File: src/rtl/olic_pkg.sv
// constants shared by the loopback and initialisation control block
//
// Function
// the rate select bit picks 100 Mbps when set, 10 Mbps when clear, is bit 6 of 0x2C, and loads from the rate strap.
// the duplex bit picks full duplex when set, half when clear, is bit 5 of 0x2C, and loads from the duplex strap.
// the autonegotiation bit enables autonegotiation when set, is bit 7 of 0x2C, and loads from its strap.
// writing one to the soft reset bit resets the sublayer, port MACs and fabric, then self-clears and reads zero.
// the remote command enable bit permits remote commands on both sides when set and resets to zero.
// in terminal mode with enhanced suppress set, fiber or far copper link loss disables copper transmit and its LEDs.
// the fiber transmit disable bit tri-states transmit toward the fiber PHY and resets to zero.
// writing one to the Phy_soft_reset bit resets both PHYs then self-clears; in center mode it powers up set until 0x40 is written.
// the code does not self-clear it in center mode: a written one stays set there until 0x40 is written.
// the Phy_soft_reset leaves all maintenance sublayer registers untouched.
// writing zero to the count register clears the 0x4D/0x4E counters and, on the center side, the 0x46-0x48 counters.
// on the center side a count of 1 to 100 sends exactly that many loopback packets; the default count is 7.
// software never writes a count of 0x65 through 0xFF.
// the one-hot pattern select picks packet length, broadcast or unicast destination, and the data word.
// the destination is the station address with last byte plus one, rising by one per packet.
// the source is the station address in order and the type field is 0x0800.
// writing a valid nonzero count on the center side starts a burst with the pattern then selected.
package olic_pkg;
	localparam logic [7:0] ADDR_PORT_CTRL   = 8'h2C;
	localparam logic [7:0] ADDR_CENTER_CFG  = 8'h40;
	localparam logic [7:0] ADDR_INIT_CTRL   = 8'h43;
	localparam logic [7:0] ADDR_LB_COUNT    = 8'h44;
	localparam logic [7:0] ADDR_LB_PATTERN  = 8'h45;
	// field positions in phy_switch_init_ctrl
	localparam int BIT_RATE     = 7;
	localparam int BIT_DUPLEX   = 6;
	localparam int BIT_AUTONEG  = 5;
	localparam int BIT_FAB_RST  = 4;
	localparam int BIT_REM_CMD  = 3;
	localparam int BIT_ENH_LINK = 2;
	localparam int BIT_FIB_TXD  = 1;
	localparam int BIT_PHY_RST  = 0;
	// field positions in the shared port control register
	localparam int PC_AUTONEG   = 7;
	localparam int PC_RATE      = 6;
	localparam int PC_DUPLEX    = 5;
	localparam logic [7:0] LB_COUNT_RST   = 8'h07;
	localparam logic [7:0] LB_PATTERN_RST = 8'h00;
	localparam logic [7:0] LB_COUNT_MAX   = 8'h64;
	localparam logic [7:0] LB_COUNT_CLEAR = 8'h00;
	// frame layout
	localparam logic [10:0] LEN_SHORT  = 11'h040;
	localparam logic [10:0] LEN_LONG   = 11'h5EE;
	localparam logic [10:0] CRC_BYTES  = 11'h004;
	localparam logic [10:0] IDX_TYPE_HI = 11'h00C;
	localparam logic [10:0] IDX_TYPE_LO = 11'h00D;
	localparam logic [10:0] IDX_SA     = 11'h006;
	localparam logic [10:0] IDX_DA_LAST = 11'h005;
	localparam logic [15:0] ETH_TYPE   = 16'h0800;
	localparam logic [15:0] DATA_55AA  = 16'h55AA;
	localparam logic [15:0] DATA_0F0F  = 16'h0F0F;
	localparam logic [15:0] DATA_FF00  = 16'hFF00;
	localparam logic [7:0]  BCAST_BYTE = 8'hFF;

	typedef struct packed {
		logic        long_pkt;
		logic        bcast;
		logic [15:0] word;
	} olic_pat_t;

	// non one-hot selects fall back to the all-zero pattern
	function automatic olic_pat_t olic_decode(input logic [7:0] sel);
		olic_pat_t p;
		p = '{1'b0, 1'b0, DATA_55AA};
		case (sel)
			8'h01: p = '{1'b1, 1'b0, DATA_55AA};
			8'h02: p = '{1'b0, 1'b1, DATA_55AA};
			8'h04: p = '{1'b1, 1'b1, DATA_55AA};
			8'h08: p = '{1'b0, 1'b0, DATA_0F0F};
			8'h10: p = '{1'b1, 1'b0, DATA_0F0F};
			8'h20: p = '{1'b0, 1'b1, DATA_0F0F};
			8'h40: p = '{1'b1, 1'b1, DATA_0F0F};
			8'h80: p = '{1'b1, 1'b1, DATA_FF00};
			default: p = '{1'b0, 1'b0, DATA_55AA};
		endcase
		return p;
	endfunction
endpackage

File: src/rtl/olic_lb_if.sv
// control link between the register file and the loopback generator
`timescale 1ns/1ps
interface olic_lb_if;
	logic        start;
	logic        abort;
	logic [7:0]  count;
	logic [7:0]  pattern;
	logic [47:0] station_addr;
	logic        busy;
	modport ctrl (output start, abort, count, pattern, station_addr,
		input busy);
	modport gen (input start, abort, count, pattern, station_addr,
		output busy);
endinterface

File: src/rtl/olic_top.sv
// register file for init control and loopback setup, with link suppress
`timescale 1ns/1ps
module olic_top
	import olic_pkg::*;
(
	input  wire logic        clk,                 // system clock
	input  wire logic        rst_n,               // sync reset, active low
	input  wire logic        center_mode,         // 1 = center side
	input  wire logic        rate_strap_pin,      // rate strap level
	input  wire logic        duplex_strap_pin,    // duplex strap level
	input  wire logic        autoneg_strap_pin,   // autoneg strap level
	input  wire logic        link_suppress_strap, // enhanced suppress strap
	input  wire logic        reg_wr,              // management write strobe
	input  wire logic [7:0]  reg_addr,            // management address
	input  wire logic [7:0]  reg_wdata,           // management write data
	output logic      [7:0]  reg_rdata,           // read data, registered
	input  wire logic [47:0] station_addr,        // bytes 0x52..0x57
	input  wire logic        fiber_link_up,       // fiber port link
	input  wire logic        far_copper_link_up,  // far side copper link
	output logic             copper_port_rate_sel,   // 1 = 100 Mbps
	output logic             copper_port_duplex_sel, // 1 = full duplex
	output logic             copper_port_autoneg_en, // 1 = autoneg on
	output logic             fabric_soft_reset,   // one-cycle reset pulse
	output logic             phy_soft_reset,      // Phy_soft_reset level
	output logic             remote_cmd_en,       // remote command allowed
	output logic             fiber_tx_oe_n,       // low = drive fiber tx
	output logic             copper_tx_disable,   // copper tx suppressed
	output logic             copper_led_off,      // copper LEDs off
	output logic             valid_cnt_clear,     // clear 0x4D/0x4E pulse
	output logic             result_cnt_clear,    // clear 0x46-0x48 pulse
	output logic             lb_busy,             // burst in progress
	output logic             tx_valid,            // loopback byte valid
	output logic      [7:0]  tx_data,             // loopback byte
	output logic             tx_last,             // last byte of frame
	input  wire logic        tx_ready             // loopback sink ready
);
	logic       loaded_q;
	logic       rate_q, duplex_q, autoneg_q, enh_q, rcmd_q, txdis_q, phyrst_q;
	logic       fabrst_q;
	logic [7:0] count_q, pattern_q, rdata_q;
	logic       vclr_q, rclr_q, start_q, suppress_q;
	logic       wr_init, wr_pc, wr_cnt;

	olic_lb_if lbi ();

	assign wr_init = reg_wr && reg_addr == ADDR_INIT_CTRL;
	assign wr_pc   = reg_wr && reg_addr == ADDR_PORT_CTRL;
	assign wr_cnt  = reg_wr && reg_addr == ADDR_LB_COUNT;

	////////////////////////////////////////////////////////////////////////
	// straps are caught by the first clock after reset release, so the
	// reset itself only loads constants
	always_ff @(posedge clk)
	begin
		if (!rst_n)
			loaded_q <= 1'b0;
		else
			loaded_q <= 1'b1;
	end

	always_ff @(posedge clk)
	begin
		if (!rst_n)
		begin
			rate_q    <= 1'b0;
			duplex_q  <= 1'b0;
			autoneg_q <= 1'b0;
		end
		else if (!loaded_q)
		begin
			rate_q    <= rate_strap_pin;
			duplex_q  <= duplex_strap_pin;
			autoneg_q <= autoneg_strap_pin;
		end
		else if (wr_init)
		begin
			rate_q    <= reg_wdata[BIT_RATE];
			duplex_q  <= reg_wdata[BIT_DUPLEX];
			autoneg_q <= reg_wdata[BIT_AUTONEG];
		end
		else if (wr_pc)
		begin
			rate_q    <= reg_wdata[PC_RATE];
			duplex_q  <= reg_wdata[PC_DUPLEX];
			autoneg_q <= reg_wdata[PC_AUTONEG];
		end
	end

	always_ff @(posedge clk)
	begin
		if (!rst_n)
		begin
			enh_q   <= 1'b0;
			rcmd_q  <= 1'b0;
			txdis_q <= 1'b0;
		end
		else if (!loaded_q)
			enh_q <= link_suppress_strap;
		else if (wr_init)
		begin
			enh_q   <= reg_wdata[BIT_ENH_LINK];
			rcmd_q  <= reg_wdata[BIT_REM_CMD];
			txdis_q <= reg_wdata[BIT_FIB_TXD];
		end
	end

	// phy_soft_reset: center side holds it from power up until 0x40 is set up
	always_ff @(posedge clk)
	begin
		if (!rst_n)
			phyrst_q <= 1'b0;
		else if (!loaded_q)
			phyrst_q <= center_mode;
		else if (wr_init && reg_wdata[BIT_PHY_RST])
			phyrst_q <= 1'b1;
		else if (!center_mode || (reg_wr && reg_addr == ADDR_CENTER_CFG))
			phyrst_q <= 1'b0;
		else if (phyrst_q && !center_mode)
			phyrst_q <= 1'b0;
	end

	always_ff @(posedge clk)
	begin
		if (!rst_n)
			fabrst_q <= 1'b0;
		else
			fabrst_q <= wr_init && reg_wdata[BIT_FAB_RST];
	end

	////////////////////////////////////////////////////////////////////////
	// maintenance sublayer setup: restored by soft reset, kept by phy_soft_reset
	always_ff @(posedge clk)
	begin
		if (!rst_n || fabrst_q)
		begin
			count_q   <= LB_COUNT_RST;
			pattern_q <= LB_PATTERN_RST;
		end
		else if (wr_cnt)
			count_q <= reg_wdata;
		else if (reg_wr && reg_addr == ADDR_LB_PATTERN)
			pattern_q <= reg_wdata;
	end

	always_ff @(posedge clk)
	begin
		if (!rst_n)
		begin
			vclr_q  <= 1'b0;
			rclr_q  <= 1'b0;
			start_q <= 1'b0;
		end
		else
		begin
			vclr_q  <= wr_cnt && reg_wdata == LB_COUNT_CLEAR;
			rclr_q  <= wr_cnt && reg_wdata == LB_COUNT_CLEAR && center_mode;

			start_q <= wr_cnt && center_mode && reg_wdata != LB_COUNT_CLEAR
				&& reg_wdata <= LB_COUNT_MAX;
		end
	end

	always_ff @(posedge clk)
	begin
		if (!rst_n)
			suppress_q <= 1'b0;
		else
			suppress_q <= !center_mode && enh_q
				&& (!fiber_link_up || !far_copper_link_up);
	end

	always_ff @(posedge clk)
	begin
		if (!rst_n)
			rdata_q <= 8'h00;
		else
			case (reg_addr)
				ADDR_INIT_CTRL: rdata_q <= {rate_q, duplex_q, autoneg_q,
					1'b0, rcmd_q, enh_q, txdis_q, phyrst_q};
				ADDR_PORT_CTRL: rdata_q <= {autoneg_q, rate_q, duplex_q,
					5'h00};
				ADDR_LB_COUNT: rdata_q <= count_q;
				ADDR_LB_PATTERN: rdata_q <= pattern_q;
				default: rdata_q <= 8'h00;
			endcase
	end

	assign lbi.start        = start_q;
	assign lbi.abort        = fabrst_q;
	assign lbi.count        = count_q;
	assign lbi.pattern      = pattern_q;
	assign lbi.station_addr = station_addr;

	olic_lb_gen u_gen (
		.clk      (clk),
		.rst_n    (rst_n),
		.lb       (lbi.gen),
		.tx_valid (tx_valid),
		.tx_data  (tx_data),
		.tx_last  (tx_last),
		.tx_ready (tx_ready)
	);

	assign reg_rdata              = rdata_q;
	assign copper_port_rate_sel   = rate_q;
	assign copper_port_duplex_sel = duplex_q;
	assign copper_port_autoneg_en = autoneg_q;
	assign fabric_soft_reset      = fabrst_q;
	assign phy_soft_reset         = phyrst_q;
	assign remote_cmd_en          = rcmd_q;
	assign fiber_tx_oe_n          = txdis_q;
	assign copper_tx_disable      = suppress_q;
	assign copper_led_off         = suppress_q;
	assign valid_cnt_clear        = vclr_q;
	assign result_cnt_clear       = rclr_q;
	assign lb_busy                = lbi.busy;
endmodule

File: src/rtl/olic_lb_gen.sv
// loopback packet generator: byte stream of a burst of test frames
`timescale 1ns/1ps
module olic_lb_gen
	import olic_pkg::*;
(
	input  wire logic clk,        // system clock
	input  wire logic rst_n,      // synchronous reset, active low
	olic_lb_if.gen    lb,         // start, count and pattern from registers
	output logic      tx_valid,   // byte on tx_data is valid
	output logic [7:0] tx_data,   // frame byte, destination first
	output logic      tx_last,    // last byte of a frame
	input  wire logic tx_ready    // sink takes the byte
);
	typedef enum logic {OLIC_IDLE, OLIC_SEND} olic_state_t;

	olic_state_t state_q;
	logic [10:0] idx_q;
	logic [7:0]  left_q;
	logic [7:0]  seq_q;
	olic_pat_t   pat_q;
	logic [47:0] sa_q;
	logic [7:0]  data_q;
	logic        last_q;
	logic [10:0] last_idx;
	logic        take;

	assign last_idx = (pat_q.long_pkt ? LEN_LONG : LEN_SHORT) - CRC_BYTES
		- 11'h001;
	assign take     = (state_q == OLIC_SEND) && tx_ready;
	assign tx_valid = (state_q == OLIC_SEND);
	assign tx_data  = data_q;
	assign tx_last  = last_q;
	assign lb.busy  = (state_q == OLIC_SEND);

	function automatic logic [7:0] frame_byte(input logic [10:0] i,
		input logic [7:0] seq, input olic_pat_t p, input logic [47:0] a);
		logic [7:0] b;
		b = 8'h00;
		if (i < IDX_SA)
		begin
			b = a[8'(47 - 8 * i) -: 8];
			if (p.bcast)
				b = BCAST_BYTE;
			else if (i == IDX_DA_LAST)
				b = a[7:0] + seq;
		end
		else if (i < IDX_TYPE_HI)
			b = a[8'(47 - 8 * (i - IDX_SA)) -: 8];
		else if (i == IDX_TYPE_HI)
			b = ETH_TYPE[15:8];
		else if (i == IDX_TYPE_LO)
			b = ETH_TYPE[7:0];
		else
			b = i[0] ? p.word[7:0] : p.word[15:8];
		return b;
	endfunction

	////////////////////////////////////////////////////////////////////////
	always_ff @(posedge clk)
	begin
		if (!rst_n || lb.abort)
			state_q <= OLIC_IDLE;
		else
			case (state_q)
				OLIC_IDLE: if (lb.start) state_q <= OLIC_SEND;
				OLIC_SEND: if (take && last_q && left_q == 8'h01)
					state_q <= OLIC_IDLE;
				default: state_q <= OLIC_IDLE;
			endcase
	end

	// pattern and address are latched at start so a mid-burst write
	// cannot tear a frame
	always_ff @(posedge clk)
	begin
		if (!rst_n)
		begin
			idx_q  <= 11'h000;
			left_q <= 8'h00;
			seq_q  <= 8'h00;
			pat_q  <= '{1'b0, 1'b0, DATA_55AA};
			sa_q   <= 48'h0000_0000_0000;
			data_q <= 8'h00;
			last_q <= 1'b0;
		end
		else if (state_q == OLIC_IDLE && lb.start)
		begin
			idx_q  <= 11'h000;
			left_q <= lb.count;
			seq_q  <= 8'h01;
			pat_q  <= olic_decode(lb.pattern);
			sa_q   <= lb.station_addr;
			data_q <= frame_byte(11'h000, 8'h01, olic_decode(lb.pattern),
				lb.station_addr);
			last_q <= 1'b0;
		end
		else if (take)
		begin
			if (last_q)
			begin
				idx_q  <= 11'h000;
				left_q <= left_q - 8'h01;
				seq_q  <= seq_q + 8'h01;
				data_q <= frame_byte(11'h000, seq_q + 8'h01, pat_q, sa_q);
				last_q <= 1'b0;
			end
			else
			begin
				idx_q  <= idx_q + 11'h001;
				data_q <= frame_byte(idx_q + 11'h001, seq_q, pat_q, sa_q);
				last_q <= (idx_q + 11'h001 == last_idx);
			end
		end
	end
endmodule

File: config.mk
export PLATFORM = sky130hd
export DESIGN_NAME = olic_top
export DESIGN_NICKNAME = d
export VERILOG_FILES = /design/src/rtl/olic_pkg.sv /design/src/rtl/olic_lb_if.sv /design/src/rtl/olic_top.sv /design/src/rtl/olic_lb_gen.sv
export SDC_FILE = /design/constraint.sdc
export NUM_CORES = 1
export LEC_CHECK = 0
export BUFFER_PORTS_ARGS = -buffer_cell sky130_fd_sc_hd__buf_2
export CAP_MARGIN = 20
export CORE_MARGIN = 4
export CORE_UTILIZATION = 55
export CTS_CLUSTER_SIZE = 25
export DETAILED_ROUTE_END_ITERATION = 7
export HOLD_SLACK_MARGIN = 0.08
export PLACE_DENSITY = 0.77
export RECOVER_POWER = 50
export SYNTH_ARGS = -nofsm -noshare
export SYNTH_HDL_FRONTEND = slang
export SYNTH_SLANG_ARGS = --single-unit
File: constraint.sdc
create_clock -name clk -period 9.7 [get_ports clk]
set_input_delay 0.97 -clock clk [delete_from_list [all_inputs] [get_ports clk]]
set_output_delay 0.97 -clock clk [all_outputs]
set_load 0.01 [all_outputs]
**Yosys cells after proc, flatten, opt, wreduce, memory -nomap -nowiden**

Cells that the tools add are included.
Widths: inputs -> output; s select.

- Register bits: 140
- Output and inout bits: 30
- Word-level logic and storage cells: 144

- Add/subtract/negate cells: 9
- $lt $le $gt $ge: 3
- Equal/unequal tests: 21
- Shift operators: 2
- Multiplexer cells: 44
- Bitwise gates (word level): 3
- Reductions and logical operators: 35

Operator list:

| operator | number |
|---|---|
| $pmux 18 s8 | 1 |
| $mux 8 | 15 |
| $shiftx 55x9->8 | 2 |
| $eq 8x7->1 const B | 5 |
| $mux 17 | 2 |
| $pmux 8 s4 | 1 |
| $eq 11x4->1 const B | 2 |
| $mux 1 | 22 |
| $mux 11 | 2 |
| $logic_and 1x1->1 | 19 |
| $eq 8x1->1 const B | 2 |
| $eq 8x6->1 const B | 2 |
| $sub 6x8->8 const A | 2 |
| $add 11x1->11 const B | 1 |
| $eq 11x11->1 | 1 |
| $eq 11x3->1 const B | 1 |
| $lt 11x3->1 const B | 1 |
| $lt 11x4->1 const B | 1 |
| $sub 11x1->11 const B | 1 |
| $sub 11x3->11 const B | 1 |
| $add 8x1->8 const B | 1 |
| $add 8x8->8 | 1 |
| $eq 8x2->1 const B | 1 |
| $eq 8x3->1 const B | 1 |
| other kinds (18) | 29 |

**Logic depth before layout (Yosys ltp)**

Gate-level depths: netlist of run 1.

- Word-level depth: 9
- Depth in mapped cells: 16

**Hierarchy**

From an unflattened synthesis of run 1, not the netlist that was laid out.

- Cell total of the unflattened synthesis: 931
- Area total of the unflattened synthesis: 7499.7 um^2

Modules (own cells, without submodules):

| module | instances | cells each | area each (um^2) | sequential area each (um^2) |
|---|---|---|---|---|
| olic_lb_gen | 1 | 754 | 5829.3 | 1861.8 |
| olic_top | 1 | 177 | 1670.4 | 740.7 |

**Worst setup path after synthesis of run 1**

No wires, ideal clock.

- Kind: register to register
- Start point: reg u_gen.idx_q[0]
- End point: reg u_gen.data_q[0] (netlist: u_gen.tx_data[0])
- Arrival: 3.653 ns
- Slack: 5.928 ns
- Cell stages (with the launch flop): 15
- Path buffers: 4
- Clock period less this slack: 3.772 ns
- Cells stage by stage: dfxtp_1 > buf_2 > inv_1 > ha_1 > clkbuf_1 > clkinv_1 > clkbuf_1 > ha_1 > buf_1 > mux4_2 > o2bb2ai_1 > nand2_1 > nor2_2 > o311a_1 > a211o_1

- Cells in the longest elaborated chain, start to end: 9
- Elaborated cells between the ends (all ways): 21
- Classes of those cells: add/sub: 4; order compare: 2; eq/ne: 3; shift: 2; mux: 10

Ends and longest elaborated chain:

| item | RTL line | RTL |
|---|---|---|
| from (decl) | olic_lb_gen.sv:17 | `logic [10:0] idx_q;` |
| from (signal assigned) | olic_lb_gen.sv:109 | `idx_q <= idx_q + 11'h001;` |
| $add 11x1->11 (*) | olic_lb_gen.sv:110 | `data_q <= frame_byte(idx_q + 11'h001, seq_q, pat_q, sa_q);` |
| $sub 5x3->5, or another cell as far along | olic_lb_gen.sv:48 | `b = a[8'(47 - 8 * (i - IDX_SA)) -: 8];` |
| $sub 6x8->8, or another cell as far along | olic_lb_gen.sv:48 |  |
| $shiftx 55x9->8, or another cell as far along | olic_lb_gen.sv:48 |  |
| $mux 8 (on tied branches) | olic_lb_gen.sv:47, olic_lb_gen.sv:42 |  |
| $mux 8 (*) | olic_lb_gen.sv:39 | `if (i < IDX_SA)` |
| $mux 8 (*) | olic_lb_gen.sv:99 | `if (last_q)` |
| $mux 8 (*) | olic_lb_gen.sv:97 | `else if (take)` |
| $mux 8 (*) | olic_lb_gen.sv:86 | `else if (state_q == OLIC_IDLE && lb.start)` |
| to (signal assigned) | olic_lb_gen.sv:93 | `data_q <= frame_byte(11'h000, 8'h01, olic_decode(lb.pattern),` |
| to (signal assigned) | olic_lb_gen.sv:104 | `data_q <= frame_byte(11'h000, seq_q + 8'h01, pat_q, sa_q);` |
| to (signal assigned) | olic_lb_gen.sv:110 |  |
| to (decl) | olic_lb_gen.sv:22 | `logic [7:0] data_q;` |

Every way passes the cells marked *; elsewhere a longest branch is shown, timed or not. The select of a mux whose other input is x is not followed.
A chain may end at the register's enable or synchronous reset.

==> reports/summary.json, run 1 <==
{
  "clock_sink_count": 130,
  "cts_tree": "done",
  "timing.setup.tns_ns": 0,
  "cp_slowest_stage_delay_ns": 2.21,
  "setup_viol": 0,
  "synth_area_leader_cell": "dfxtp_1",
  "clock.fmax_ghz": 0.192,
  "routed_wirelength_um": 21100,
  "hold-path-endpoint": "u_gen.pat_q[7]",
  "design.core.area_sq_um": 13300,
  "post-synth-top-area-fraction_pct": 34.6,
  "ys.flop_type": "dfxtp_1",
  "hpwlAfterDp_um": 15200,
  "start_kind": "primary input",
  "crit_family": "buffers and inverters",
  "detail_route.iter0.violations": 725,
  "r2r_slack_ns": 5.10,
  "finalCriticalPeriod_ns": 5.22,
  "ys_types": 71,
  "worstHoldPathCells": 1,
  "synthSimpleGateAreaFrac_pct": 23.5,
  "outcome": "finished, violations left",
  "postSynthNetCount": 1034,
  "largest_clock_skew_in_the_final_design_ns": 0.00729,
  "max_slew_margin_pct": -109,
  "min-delay-path-class": "flop to flop",
  "post_cts_hold_buffer_count": 0,
  "route.antenna.remaining_nets": 0,
  "required_time_of_the_critical_path_ns": 10.07,
  "post_synth_fa_ha_maj_area_fraction_pct": 2.76,
  "holdCritStartpoint": "u_gen.pat_q[7]",
  "maximum_number_of_pins_on_one_net_before_global_route_repair": 89,
  "synth-compound-area-share_pct": 23.0,
  "ys_seq_area_share_pct": 34.6,
  "row_count": 42,
  "leakage_dissipation_uw": 0.00301,
  "syn_area_sq_um": 7520,
  "grt_setup_unrepaired": "no",
  "cts_buffer_depth": 2,
  "drc_errors": 0,
  "vias_per_cell": 6.10,
  "cts-htree-levels": 4,
  "r2r_end": "u_gen.tx_data[0]",
  "gr-total-overflow": 0,
  "tcrit_tclk_final_pct": 53.8,
  "worst_pin_slew_ns": 3.14,
  "synth.yosys.warnings": 0,
  "cpMaxStageDelayCell": "clkbuf_1",
  "clock_insertion_delay_worst_skew_ns": 0.42,
  "chipHeight_um": 125,
  "postSynthAreaPerCell_sq_um": 7.98,
  "synth_top_family_by_area": "simple AND/OR/NAND/NOR gates",
  "fin_nets": 1092,
  "total_inserted_antenna_cells": 0,
  "cp.buffers_inverters": 2,
  "timing.critical_path.to_type": "flop",
  "post_synth_xor_area_fraction_pct": 3.26,
  "timing.critical_path.arrival_ns": 5.59,
  "cts-resized-gates": 0,
  "postSynthCellCount": 943,
  "synthToLayoutAreaGrowth_pct": 13.9,
  "vdd_drop_max_uv": 132,
  "boundaryPins": 105,
  "number_of_enable_type_register_cells_in_the_synthesized_netlist": 0,
  "hold_viol_final": 0,
  "place_congestion": 0.977,
  "rr_worst_depth": 11,
  "wire_length_of_the_first_global_routing_pass_um": 33800,
  "cts-buffers-inserted": 17,
  "criticalPathCategory": "primary input to flop",
  "worst-path-max-fanout": 88,
  "initial_cell_density_of_the_core_pct": 56.6,
  "total_of_flip_flops_plus_latches_after_synthesis": 130,
  "path_cells": "buf_2 -> clkbuf_1 -> nand2_1 -> nor2_1 -> a21boi_0 -> o221ai_1 -> nand2_1",
  "synth_top_cells_by_area": "dfxtp_1 35%, nand2_1 9.5%, a21boi_0 6.3%",
  "portBuffers": 104,
  "final_common_cell": "nand2_1",
  "hold_slack_ns": 0.471,
  "post_route_cells_drive_above_1_share_pct": 14.7,
  "drv.max_cap_violation_count": 1,
  "most-common-layout-cells": "191 x nand2_1, 129 x dfxtp_1, 79 x buf_2",
  "synthArstFlopShare_pct": 0,
  "postCtsSetupRepairBufs": 0,
  "via_count_of_the_first_global_routing_pass": 6666,
  "worst_path_most_repeated_cell": "nand2_1",
  "vias": 7254,
  "synth.area.mux_share_pct": 8.26,
  "dieWidth_um": 125,
  "wire_per_inst_um": 17.7,
  "report.final.slew_viol_count": 89,
  "violations": "capacitance limit, slew limit",
  "timing.rr.start": "u_gen.idx_q[0]",
  "p_per_area_nw_per_um2": 140,
  "path_clk_slew_ns": 0.06,
  "fp.dieArea_sq_um": 15600,
  "detailedRoute.firstPassIterationCount": 5,
  "clock_tree.root_cell": "clkbuf_16",
  "grt_use_total_pct": 26.5,
  "grt_antenna_before_repair": 0
}
==> per-layer routing <==
| layer | part of all wire, % | global-route usage [%] |
|---|---|---|
| met5 | 0 | 0 |
| met3 | 8.0 | 5.33 |
| met4 | 3.5 | 11.7 |
| met1 | 43 | 36.0 |
| met2 | 46 | 41.0 |
==> final cells by class <==
cell class                 instances  area, sq um
timing repair buffer             110          531
clock inverter                    15          150
inverter                          17         63.8
multi-input combinational        725         4580
fill                            1166         4720
tap                              176          220
clock buffer                      17          425
sequential                       130         2600
==> worst max path at each step <==
stage	slack, ns	depth (start not counted)	to	start
4_1_cts	5.17	11	u_gen.tx_data[0]	u_gen.idx_q[0]
6_report	4.48	7	u_gen.tx_data[3]	rst_n
2_1_floorplan	5.93	14	u_gen.tx_data[0]	u_gen.idx_q[0]
3_3_place_gp	5.29	11	u_gen.tx_data[0]	u_gen.idx_q[0]
5_1_grt	3.95	7	u_gen.tx_data[3]	rst_n
3_5_place_dp	5.18	11	u_gen.tx_data[0]	u_gen.idx_q[0]
==> cell usage after synthesis, types with 4 or more instances <==
cell / instances
a31oi_1: 7
a222oi_1: 9
and2_1: 7
nand4_1: 7
a22oi_1: 8
nor2b_1: 15
clkbuf_1: 52
nor4_1: 6
a21oi_1: 54
o22ai_1: 12
xnor2_1: 14
buf_2: 6
xor2_1: 14
o211ai_1: 14
nor3_1: 24
inv_1: 15
nand2_1: 191
nand3b_1: 4
mux2i_1: 25
dfxtp_1: 130
nand2b_1: 12
o221ai_1: 5
nand3_1: 37
ha_1: 15
o21ai_0: 40
buf_1: 10
a211oi_1: 4
and3_1: 5
nor2_1: 58
mux4_2: 16
a21boi_0: 63
==> metrics by stage <==
step / instances / instance area, sq um / total power [uW] / utilization, % / setup WS (ns)
4_1_cts: 1190 / 8610 / 1200 / 64.7 / 5.17
3_3_place_gp: 1158 / 8030 / 590 / 60.4 / 5.29
5_1_grt: 1190 / 8570 / 1240 / 64.5 / 3.95
6_report: 1190 / 8570 / 1200 / 64.5 / 4.48
2_1_floorplan: 943 / 7520 / 566 / - / 5.93
3_5_place_dp: 1158 / 8030 / 590 / 60.4 / 5.18
==> kinds of logic after synthesis <==
| family | Yosys count |
|---|---|
| AOI/OAI and AO/OA | 253 |
| xor gates and xnor gates | 28 |
| adders and majority gates | 16 |
| buffers and inverters | 88 |
| DFF | 130 |
| muxes | 42 |
| and+or+nand+nor | 386 |
==> power breakdown <==
group	internal (uW)	switching (uW)	leakage [uW]
Clock	359	261	0.000268
Sequential	536	2.67	0.00105
Combinational	19.8	21.6	0.00169
Total	915	286	0.00301
==> registers in the layout, indices dropped and copies added (netlist names), 8 cells and up <==
| register | cells |
|---|---|
| u_gen.sa_q | 48 |
| u_gen.idx_q | 11 |
| count_q | 8 |
| lbi.pattern | 8 |
| reg_rdata | 8 |
| u_gen.left_q | 8 |
| u_gen.pat_q | 8 |
| u_gen.seq_q | 8 |
| u_gen.tx_data | 8 |
(Power assumes the default switching activity.)
==> inputs of run 2 (changes only) <==
--- a/config.mk
+++ b/config.mk
@@ -5,14 +5,15 @@
 export SDC_FILE = /design/constraint.sdc
 export NUM_CORES = 1
 export LEC_CHECK = 0
+export ABC_AREA = 1
 export BUFFER_PORTS_ARGS = -buffer_cell sky130_fd_sc_hd__buf_2
 export CAP_MARGIN = 20
 export CORE_MARGIN = 4
-export CORE_UTILIZATION = 55
+export CORE_UTILIZATION = 53
 export CTS_CLUSTER_SIZE = 25
 export DETAILED_ROUTE_END_ITERATION = 7
 export HOLD_SLACK_MARGIN = 0.08
-export PLACE_DENSITY = 0.77
+export PLACE_DENSITY = 0.78
 export RECOVER_POWER = 50
 export SYNTH_ARGS = -nofsm -noshare
 export SYNTH_HDL_FRONTEND = slang
==> constraint.sdc (replaced) <==
create_clock -name clk -period 4.3 [get_ports clk]
set_input_delay 0.43 -clock clk [delete_from_list [all_inputs] [get_ports clk]]
set_output_delay 0.43 -clock clk [all_outputs]
set_load 0.01 [all_outputs]
==> run 2 against run 1 <==
Against the previous run:
- the flow still finishes with violations (capacitance limit, slew limit)
- via count is 7.1% higher
- sequential share of layout area is 0.085 points lower
- count of clock-buffer cells in the layout is 4 higher
- cell count is 20% higher
- die area is 2.7% higher
- flip-flop and latch count stayed put
- design area is 0.23% higher
- total power is 120% higher
- clock skew is 0.0036 ns higher
- routed wire length is 0.37% lower
- critical path type is now flop to flop
- largest power group unchanged
==> reports/summary.json, run 2 <==
{
  "max_slew_margin_pct": -27.3,
  "gr-total-overflow": 0,
  "synthSimpleGateAreaFrac_pct": 36.3,
  "path_clk_slew_ns": 0.06,
  "p_seq_share_pct": 45.2,
  "boundaryPins": 105,
  "synthToLayoutAreaGrowth_pct": 15.2,
  "timing.critical_path.to_type": "flop",
  "min-delay-path-class": "primary input to flop",
  "row_count": 43,
  "via_count_of_the_first_global_routing_pass": 7328,
  "synth-compound-area-share_pct": 15.4,
  "drc_errors": 0,
  "timing.critical_path.arrival_ns": 3.62,
  "tcrit_tclk_final_pct": 76.4,
  "cts_buffer_depth": 2,
  "number_of_enable_type_register_cells_in_the_synthesized_netlist": 0,
  "chipHeight_um": 127,
  "initial_cell_density_of_the_core_pct": 53.9,
  "post_synth_fa_ha_maj_area_fraction_pct": 2.78,
  "routed_wirelength_um": 21000,
  "design.core.area_sq_um": 13800,
  "detail_route.iter0.violations": 604,
  "dpl_cell_area_sq_um": 8080,
  "grt_antenna_before_repair": 0,
  "post_cts_hold_buffer_count": 0,
  "postCtsSetupRepairBufs": 0,
  "cts_tree": "done",
  "postSynthNetCount": 1237,
  "clock_sink_count": 130,
  "largest_register": "u_gen.sa_q",
  "synth.area.mux_share_pct": 0,
  "leakage_dissipation_uw": 0.00405,
  "clock.fmax_ghz": 0.304,
  "wire_length_of_the_first_global_routing_pass_um": 34100,
  "ys_seq_area_share_pct": 34.9,
  "switching_share_pct": 22.9,
  "fin_area_sq_um": 8590,
  "clock_insertion_delay_worst_skew_ns": 0.42,
  "hpwlAfterDp_um": 15500,
  "top_regs": "u_gen.sa_q (48), u_gen.idx_q (11)",
  "comb_power_share_pct": 3.4,
  "postSynthCellCount": 1146,
  "most-common-layout-cells": "293 x nand2_1, 146 x nor2_1, 130 x dfxtp_1",
  "hold_viol_final": 0,
  "worst-path-max-fanout": 18,
  "violations": "capacitance limit, slew limit",
  "drv.max_cap_violation_count": 1,
  "finalCriticalPeriod_ns": 3.29,
  "cts-htree-levels": 4,
  "hold_slack_ns": 0.169,
  "post-synth-top-area-fraction_pct": 34.9,
  "max_ffs_per_register": 48,
  "fp.dieArea_sq_um": 16000,
  "nFillCells": 1347,
  "clkPwrFrac_pct": 51.5,
  "portBuffers": 104,
  "largest_clock_skew_in_the_final_design_ns": 0.0109,
  "outcome": "finished, violations left",
  "post_synth_xor_area_fraction_pct": 1.53,
  "synth.yosys.warnings": 0,
  "timing.setup.tns_ns": 0,
  "synth_top_cells_by_area": "dfxtp_1 35%, nand2_1 15%, nor2_1 7.4%",
  "criticalPathCategory": "flop to flop",
  "detailedRoute.firstPassIterationCount": 6,
  "setup_viol": 0,
  "maximum_number_of_pins_on_one_net_before_global_route_repair": 59,
  "grt_use_total_pct": 26.1,
  "synth_area_leader_cell": "dfxtp_1",
  "ys.flop_type": "dfxtp_1",
  "vdd_drop_max_uv": 295,
  "cts-buffers-inserted": 17,
  "postSynthAreaPerCell_sq_um": 6.51,
  "post_route_cells_drive_above_1_share_pct": 12.8,
  "worst_pin_slew_ns": 1.91,
  "wire_per_inst_um": 14.7,
  "grt_setup_unrepaired": "no",
  "required_time_of_the_critical_path_ns": 4.64,
  "syn_area_sq_um": 7460,
  "start_kind": "flop",
  "synthArstFlopShare_pct": 0,
  "total_inserted_antenna_cells": 0,
  "place_congestion": 0.967,
  "dieWidth_um": 127,
  "vias_per_cell": 5.45,
  "cts-resized-gates": 0,
  "synth_most_common_cell": "nand2_1",
  "report.final.slew_viol_count": 51,
  "route.antenna.remaining_nets": 0,
  "power.switching_uw": 615,
  "p_per_area_nw_per_um2": 313,
  "layout_utilization_pct": 62.1,
  "synth_commonest_cells": "293 x nand2_1, 147 x nor2_1, 130 x dfxtp_1, 117 x inv_1",
  "final_common_cell": "nand2_1",
  "vias": 7770,
  "clock_tree.root_cell": "clkbuf_16",
  "ys_types": 46,
  "p_int_uw": 2070,
  "total_of_flip_flops_plus_latches_after_synthesis": 130,
  "fin_nets": 1324,
  "synth_top_family_by_area": "simple AND/OR/NAND/NOR gates"
}
## run 2: stage by stage
| stage | instances | worst slack, ns | power (uW) |
|---|---|---|---|
| after floorplan | 1146 | 1.25 | 1280 |
| after global placement | 1394 | 1.14 | 1330 |
| after detailed placement | 1394 | 1.07 | 1330 |
| after CTS | 1426 | 1.06 | 2700 |
| after global routing | 1426 | 0.568 | 2760 |
| final | 1426 | 1.01 | 2690 |
## run 2: layout make-up
type	instances	area [sq um]	area share (%)
Clock buffer	21	460	5.36
Inverter	126	473	5.50
Tap cell	180	225	2.62
Timing Repair Buffer	114	542	6.30
Sequential cell	130	2600	30.3
Multi-Input combinational cell	844	4190	48.7
Clock inverter	11	104	1.21
## run 2: worst max-delay path, cell delays in order (launching register included)
cell and delay, ns:
dfxtp_1 0.48, inv_1 0.10, ha_1 0.31, clkinv_1 0.38
ha_1 0.46, clkinv_1 0.19, nor2_1 0.43, nand2_1 0.10
nand2_1 0.08, inv_1 0.04, nor2_1 0.07, nand2_1 0.06
nand3_1 0.07, nand2_1 0.06, nand3_1 0.08, nand2_1 0.05
nand2_1 0.05, nand2_1 0.07, a21oi_2 0.12
## run 2: final timing paths
kind                           start                to  slack [ns]  cells after the start
setup / recovery      u_gen.idx_q[0]  u_gen.tx_data[4]        1.01                     18
hold / removal    far_copper_link_up    copper_led_off        0.17                      2
setup reg to reg      u_gen.idx_q[0]  u_gen.tx_data[4]        1.01                     18
hold reg to reg           count_q[1]        count_q[1]        0.48                      2
## run 2: cell families after synthesis
family                     Yosys count
and+or+nand+nor                    612
AOI/OAI and AO/OA                  203
adders and majority gates           16
DFF                                130
xor gates and xnor gates            13
buffers and inverters              172
## run 2: routing by layer
metal	track usage, %	vias up	routed length (um)
li1	-	3927	-
met1	31.0	3533	8820
met2	45.2	257	10200
met3	5.18	53	1230
met4	12.1	0	763
met5	0	-	0
## run 2: power by group through the flow
stage	registers (uW)	logic (uW)	clock network, uW
2_1_floorplan	1240	37.0	0
3_3_place_gp	1240	90.2	0
3_5_place_dp	1240	91.3	0
4_1_cts	1210	91.7	1390
5_1_grt	1210	100	1450
6_report	1210	91.1	1380
==> inputs of run 3 (changes only) <==
--- a/config.mk
+++ b/config.mk
@@ -9,11 +9,11 @@
 export BUFFER_PORTS_ARGS = -buffer_cell sky130_fd_sc_hd__buf_2
 export CAP_MARGIN = 20
 export CORE_MARGIN = 4
-export CORE_UTILIZATION = 53
+export CORE_UTILIZATION = 55
 export CTS_CLUSTER_SIZE = 25
 export DETAILED_ROUTE_END_ITERATION = 7
 export HOLD_SLACK_MARGIN = 0.08
-export PLACE_DENSITY = 0.78
+export PLACE_DENSITY = 0.77
 export RECOVER_POWER = 50
 export SYNTH_ARGS = -nofsm -noshare
 export SYNTH_HDL_FRONTEND = slang
==> constraint.sdc (replaced) <==
create_clock -name clk -period 3.1 [get_ports clk]
set_input_delay 0.31 -clock clk [delete_from_list [all_inputs] [get_ports clk]]
set_output_delay 0.31 -clock clk [all_outputs]
set_load 0.01 [all_outputs]
==> run 3 against run 2 <==
Against the previous run:
- the run still ends with capacitance limit, slew limit left
- cell count up 0.28%
- register-to-register slack worse by 0.62 ns
- sequential power up 39%
- worst setup slack worse by 0.62 ns
- non-clock buffer count up 8
- total power up 42%
- global-route usage up 1.9 points
- first-iteration DRC count down 0.33%
- utilization up 3.4 points
- clock skew down 0.0022 ns
- critical path type unchanged
- largest cell class unchanged
- highest routed layer unchanged
==> reports/summary.json, run 3 (synthesis results as in run 2) <==
{
  "report.final.slew_viol_count": 51,
  "leakage_dissipation_uw": 0.00411,
  "startpoint": "u_gen.idx_q[0]",
  "largest_register": "u_gen.sa_q",
  "portBuffers": 104,
  "synthToLayoutAreaGrowth_pct": 16.4,
  "required_time_of_the_critical_path_ns": 3.46,
  "holdCritStartpoint": "station_addr[31]",
  "boundaryPins": 105,
  "p_per_area_nw_per_um2": 440,
  "nFillCells": 1264,
  "vdd_drop_max_uv": 463,
  "gr-total-overflow": 0,
  "finalCriticalPeriod_ns": 2.70,
  "postLayoutSetupSlackWorst_ns": 0.399,
  "tcrit_tclk_final_pct": 87.1,
  "timing.rr.start": "u_gen.idx_q[0]",
  "hold_slack_ns": 0.0970,
  "max_slew_margin_pct": -29.5,
  "vias_per_cell": 5.47,
  "timing.critical_path.arrival_ns": 3.06,
  "cts_tree": "done",
  "detailedRoute.firstPassIterationCount": 5,
  "placed_cells": 1396,
  "path_clk_slew_ns": 0.06,
  "cts-htree-levels": 4,
  "setup_viol": 0,
  "clock.fmax_ghz": 0.370,
  "violations": "capacitance limit, slew limit",
  "total_inserted_antenna_cells": 0,
  "min-delay-path-class": "primary input to flop",
  "timing.setup.tns_ns": 0,
  "final-instance-count-excl-fill": 1430,
  "multi_input_area_sq_um": 4190,
  "via_count_of_the_first_global_routing_pass": 7509,
  "fin_area_sq_um": 8680,
  "criticalPathCategory": "flop to flop",
  "place_congestion": 0.940,
  "chipHeight_um": 124,
  "grt_use_total_pct": 28.0,
  "post_route_cells_drive_above_1_share_pct": 13.4,
  "dpl_cell_area_sq_um": 8120,
  "worst-path-max-fanout": 9,
  "detail_route.iter0.violations": 602,
  "seq_area_sq_um": 2600,
  "wire_length_of_the_first_global_routing_pass_um": 35800,
  "route.antenna.remaining_nets": 0,
  "clock_insertion_delay_worst_skew_ns": 0.43,
  "final_common_cell": "nand2_1",
  "outcome": "finished, violations left",
  "start_kind": "flop",
  "dp_worst_setup_slack_ns": 0.316,
  "vias": 7815,
  "dieWidth_um": 124,
  "grt_antenna_before_repair": 0,
  "fp.dieArea_sq_um": 15500,
  "postCtsSetupRepairBufs": 0,
  "cts-buffers-inserted": 17,
  "largest_clock_skew_in_the_final_design_ns": 0.00867,
  "max_ffs_per_register": 48,
  "top_regs": "u_gen.sa_q (48), u_gen.idx_q (11)",
  "timing.critical_path.to_type": "flop",
  "routed_wirelength_um": 21700,
  "design.core.area_sq_um": 13200,
  "wire_per_inst_um": 15.2,
  "clock_sink_count": 130,
  "maximum_number_of_pins_on_one_net_before_global_route_repair": 63,
  "fin_nets": 1332,
  "most-common-layout-cells": "293 x nand2_1, 145 x nor2_1, 130 x dfxtp_1",
  "worst_pin_slew_ns": 1.94,
  "hpwlAfterDp_um": 15800,
  "drv.max_cap_violation_count": 1,
  "initial_cell_density_of_the_core_pct": 56.3,
  "row_count": 42,
  "hold_viol_final": 0,
  "clock_tree.root_cell": "clkbuf_16",
  "grt_setup_unrepaired": "no",
  "cts_buffer_depth": 2,
  "drc_errors": 0
}
-- run 3: final cells by class --
| type | count | area share (%) |
|---|---|---|
| flip-flops and latches | 130 | 30.0 |
| inverters | 126 | 5.45 |
| well taps | 176 | 2.54 |
| clock inverters | 10 | 1.41 |
| multi-input cells | 844 | 48.3 |
| repair buffers | 122 | 7.03 |
| clock buffers | 22 | 5.35 |
-- run 3: metrics by stage --
step,total power [uW],utilization (%)
6_report,3820,65.6
5_1_grt,3920,65.6
4_1_cts,3820,65.9
3_5_place_dp,1850,61.3
2_1_floorplan,1770,-
3_3_place_gp,1850,61.3
-- run 3: worst max-delay path, cell delays in order, from the launching register on --
cell and delay [ns]:
dfxtp_1 0.50, inv_1 0.10, ha_1 0.42, clkinv_1 0.12, ha_1 0.29, clkinv_1 0.08
nor2_2 0.26, nand2_1 0.09, nand2_1 0.08, inv_1 0.04, nor2_1 0.08, nand2_1 0.06
nand3_1 0.06, nand2_1 0.05, nand3_1 0.07, nand2_1 0.05, nand2_1 0.05, nand2_1 0.09
a21oi_2 0.14
-- run 3: timing repair --
item,CTS,global route
hold endpoints to repair,1,0
endpoints found under the setup margin,0,7
gates resized for setup,0,2
hold buffers,2,0
-- run 3: final timing paths --
kind / to / slack, ns / cells after the start
max: u_gen.tx_data[1] / 0.40 / 18
max reg2reg: u_gen.tx_data[1] / 0.40 / 18
min: u_gen.sa_q[31] / 0.1 / 3
min reg2reg: count_q[1] / 0.47 / 2
-- run 3: routing by layer --
metal | wire, um | up-vias | track usage (%)
li1 | - | 3943 | -
met1 | 9000 | 3493 | 33.2
met2 | 10400 | 300 | 47.6
met3 | 1200 | 79 | 5.45
met4 | 1090 | 0 | 15.2
met5 | 0 | - | 0
-- run 3: power by group --
part           internal (uW)  switching, uW  total (uW)  leakage [uW]
sequential              1680           7.02        1680       0.00105
combinational           52.2           78.1         130       0.00277
clock                   1240            769        2000      0.000290
total                   2960            854        3820       0.00411
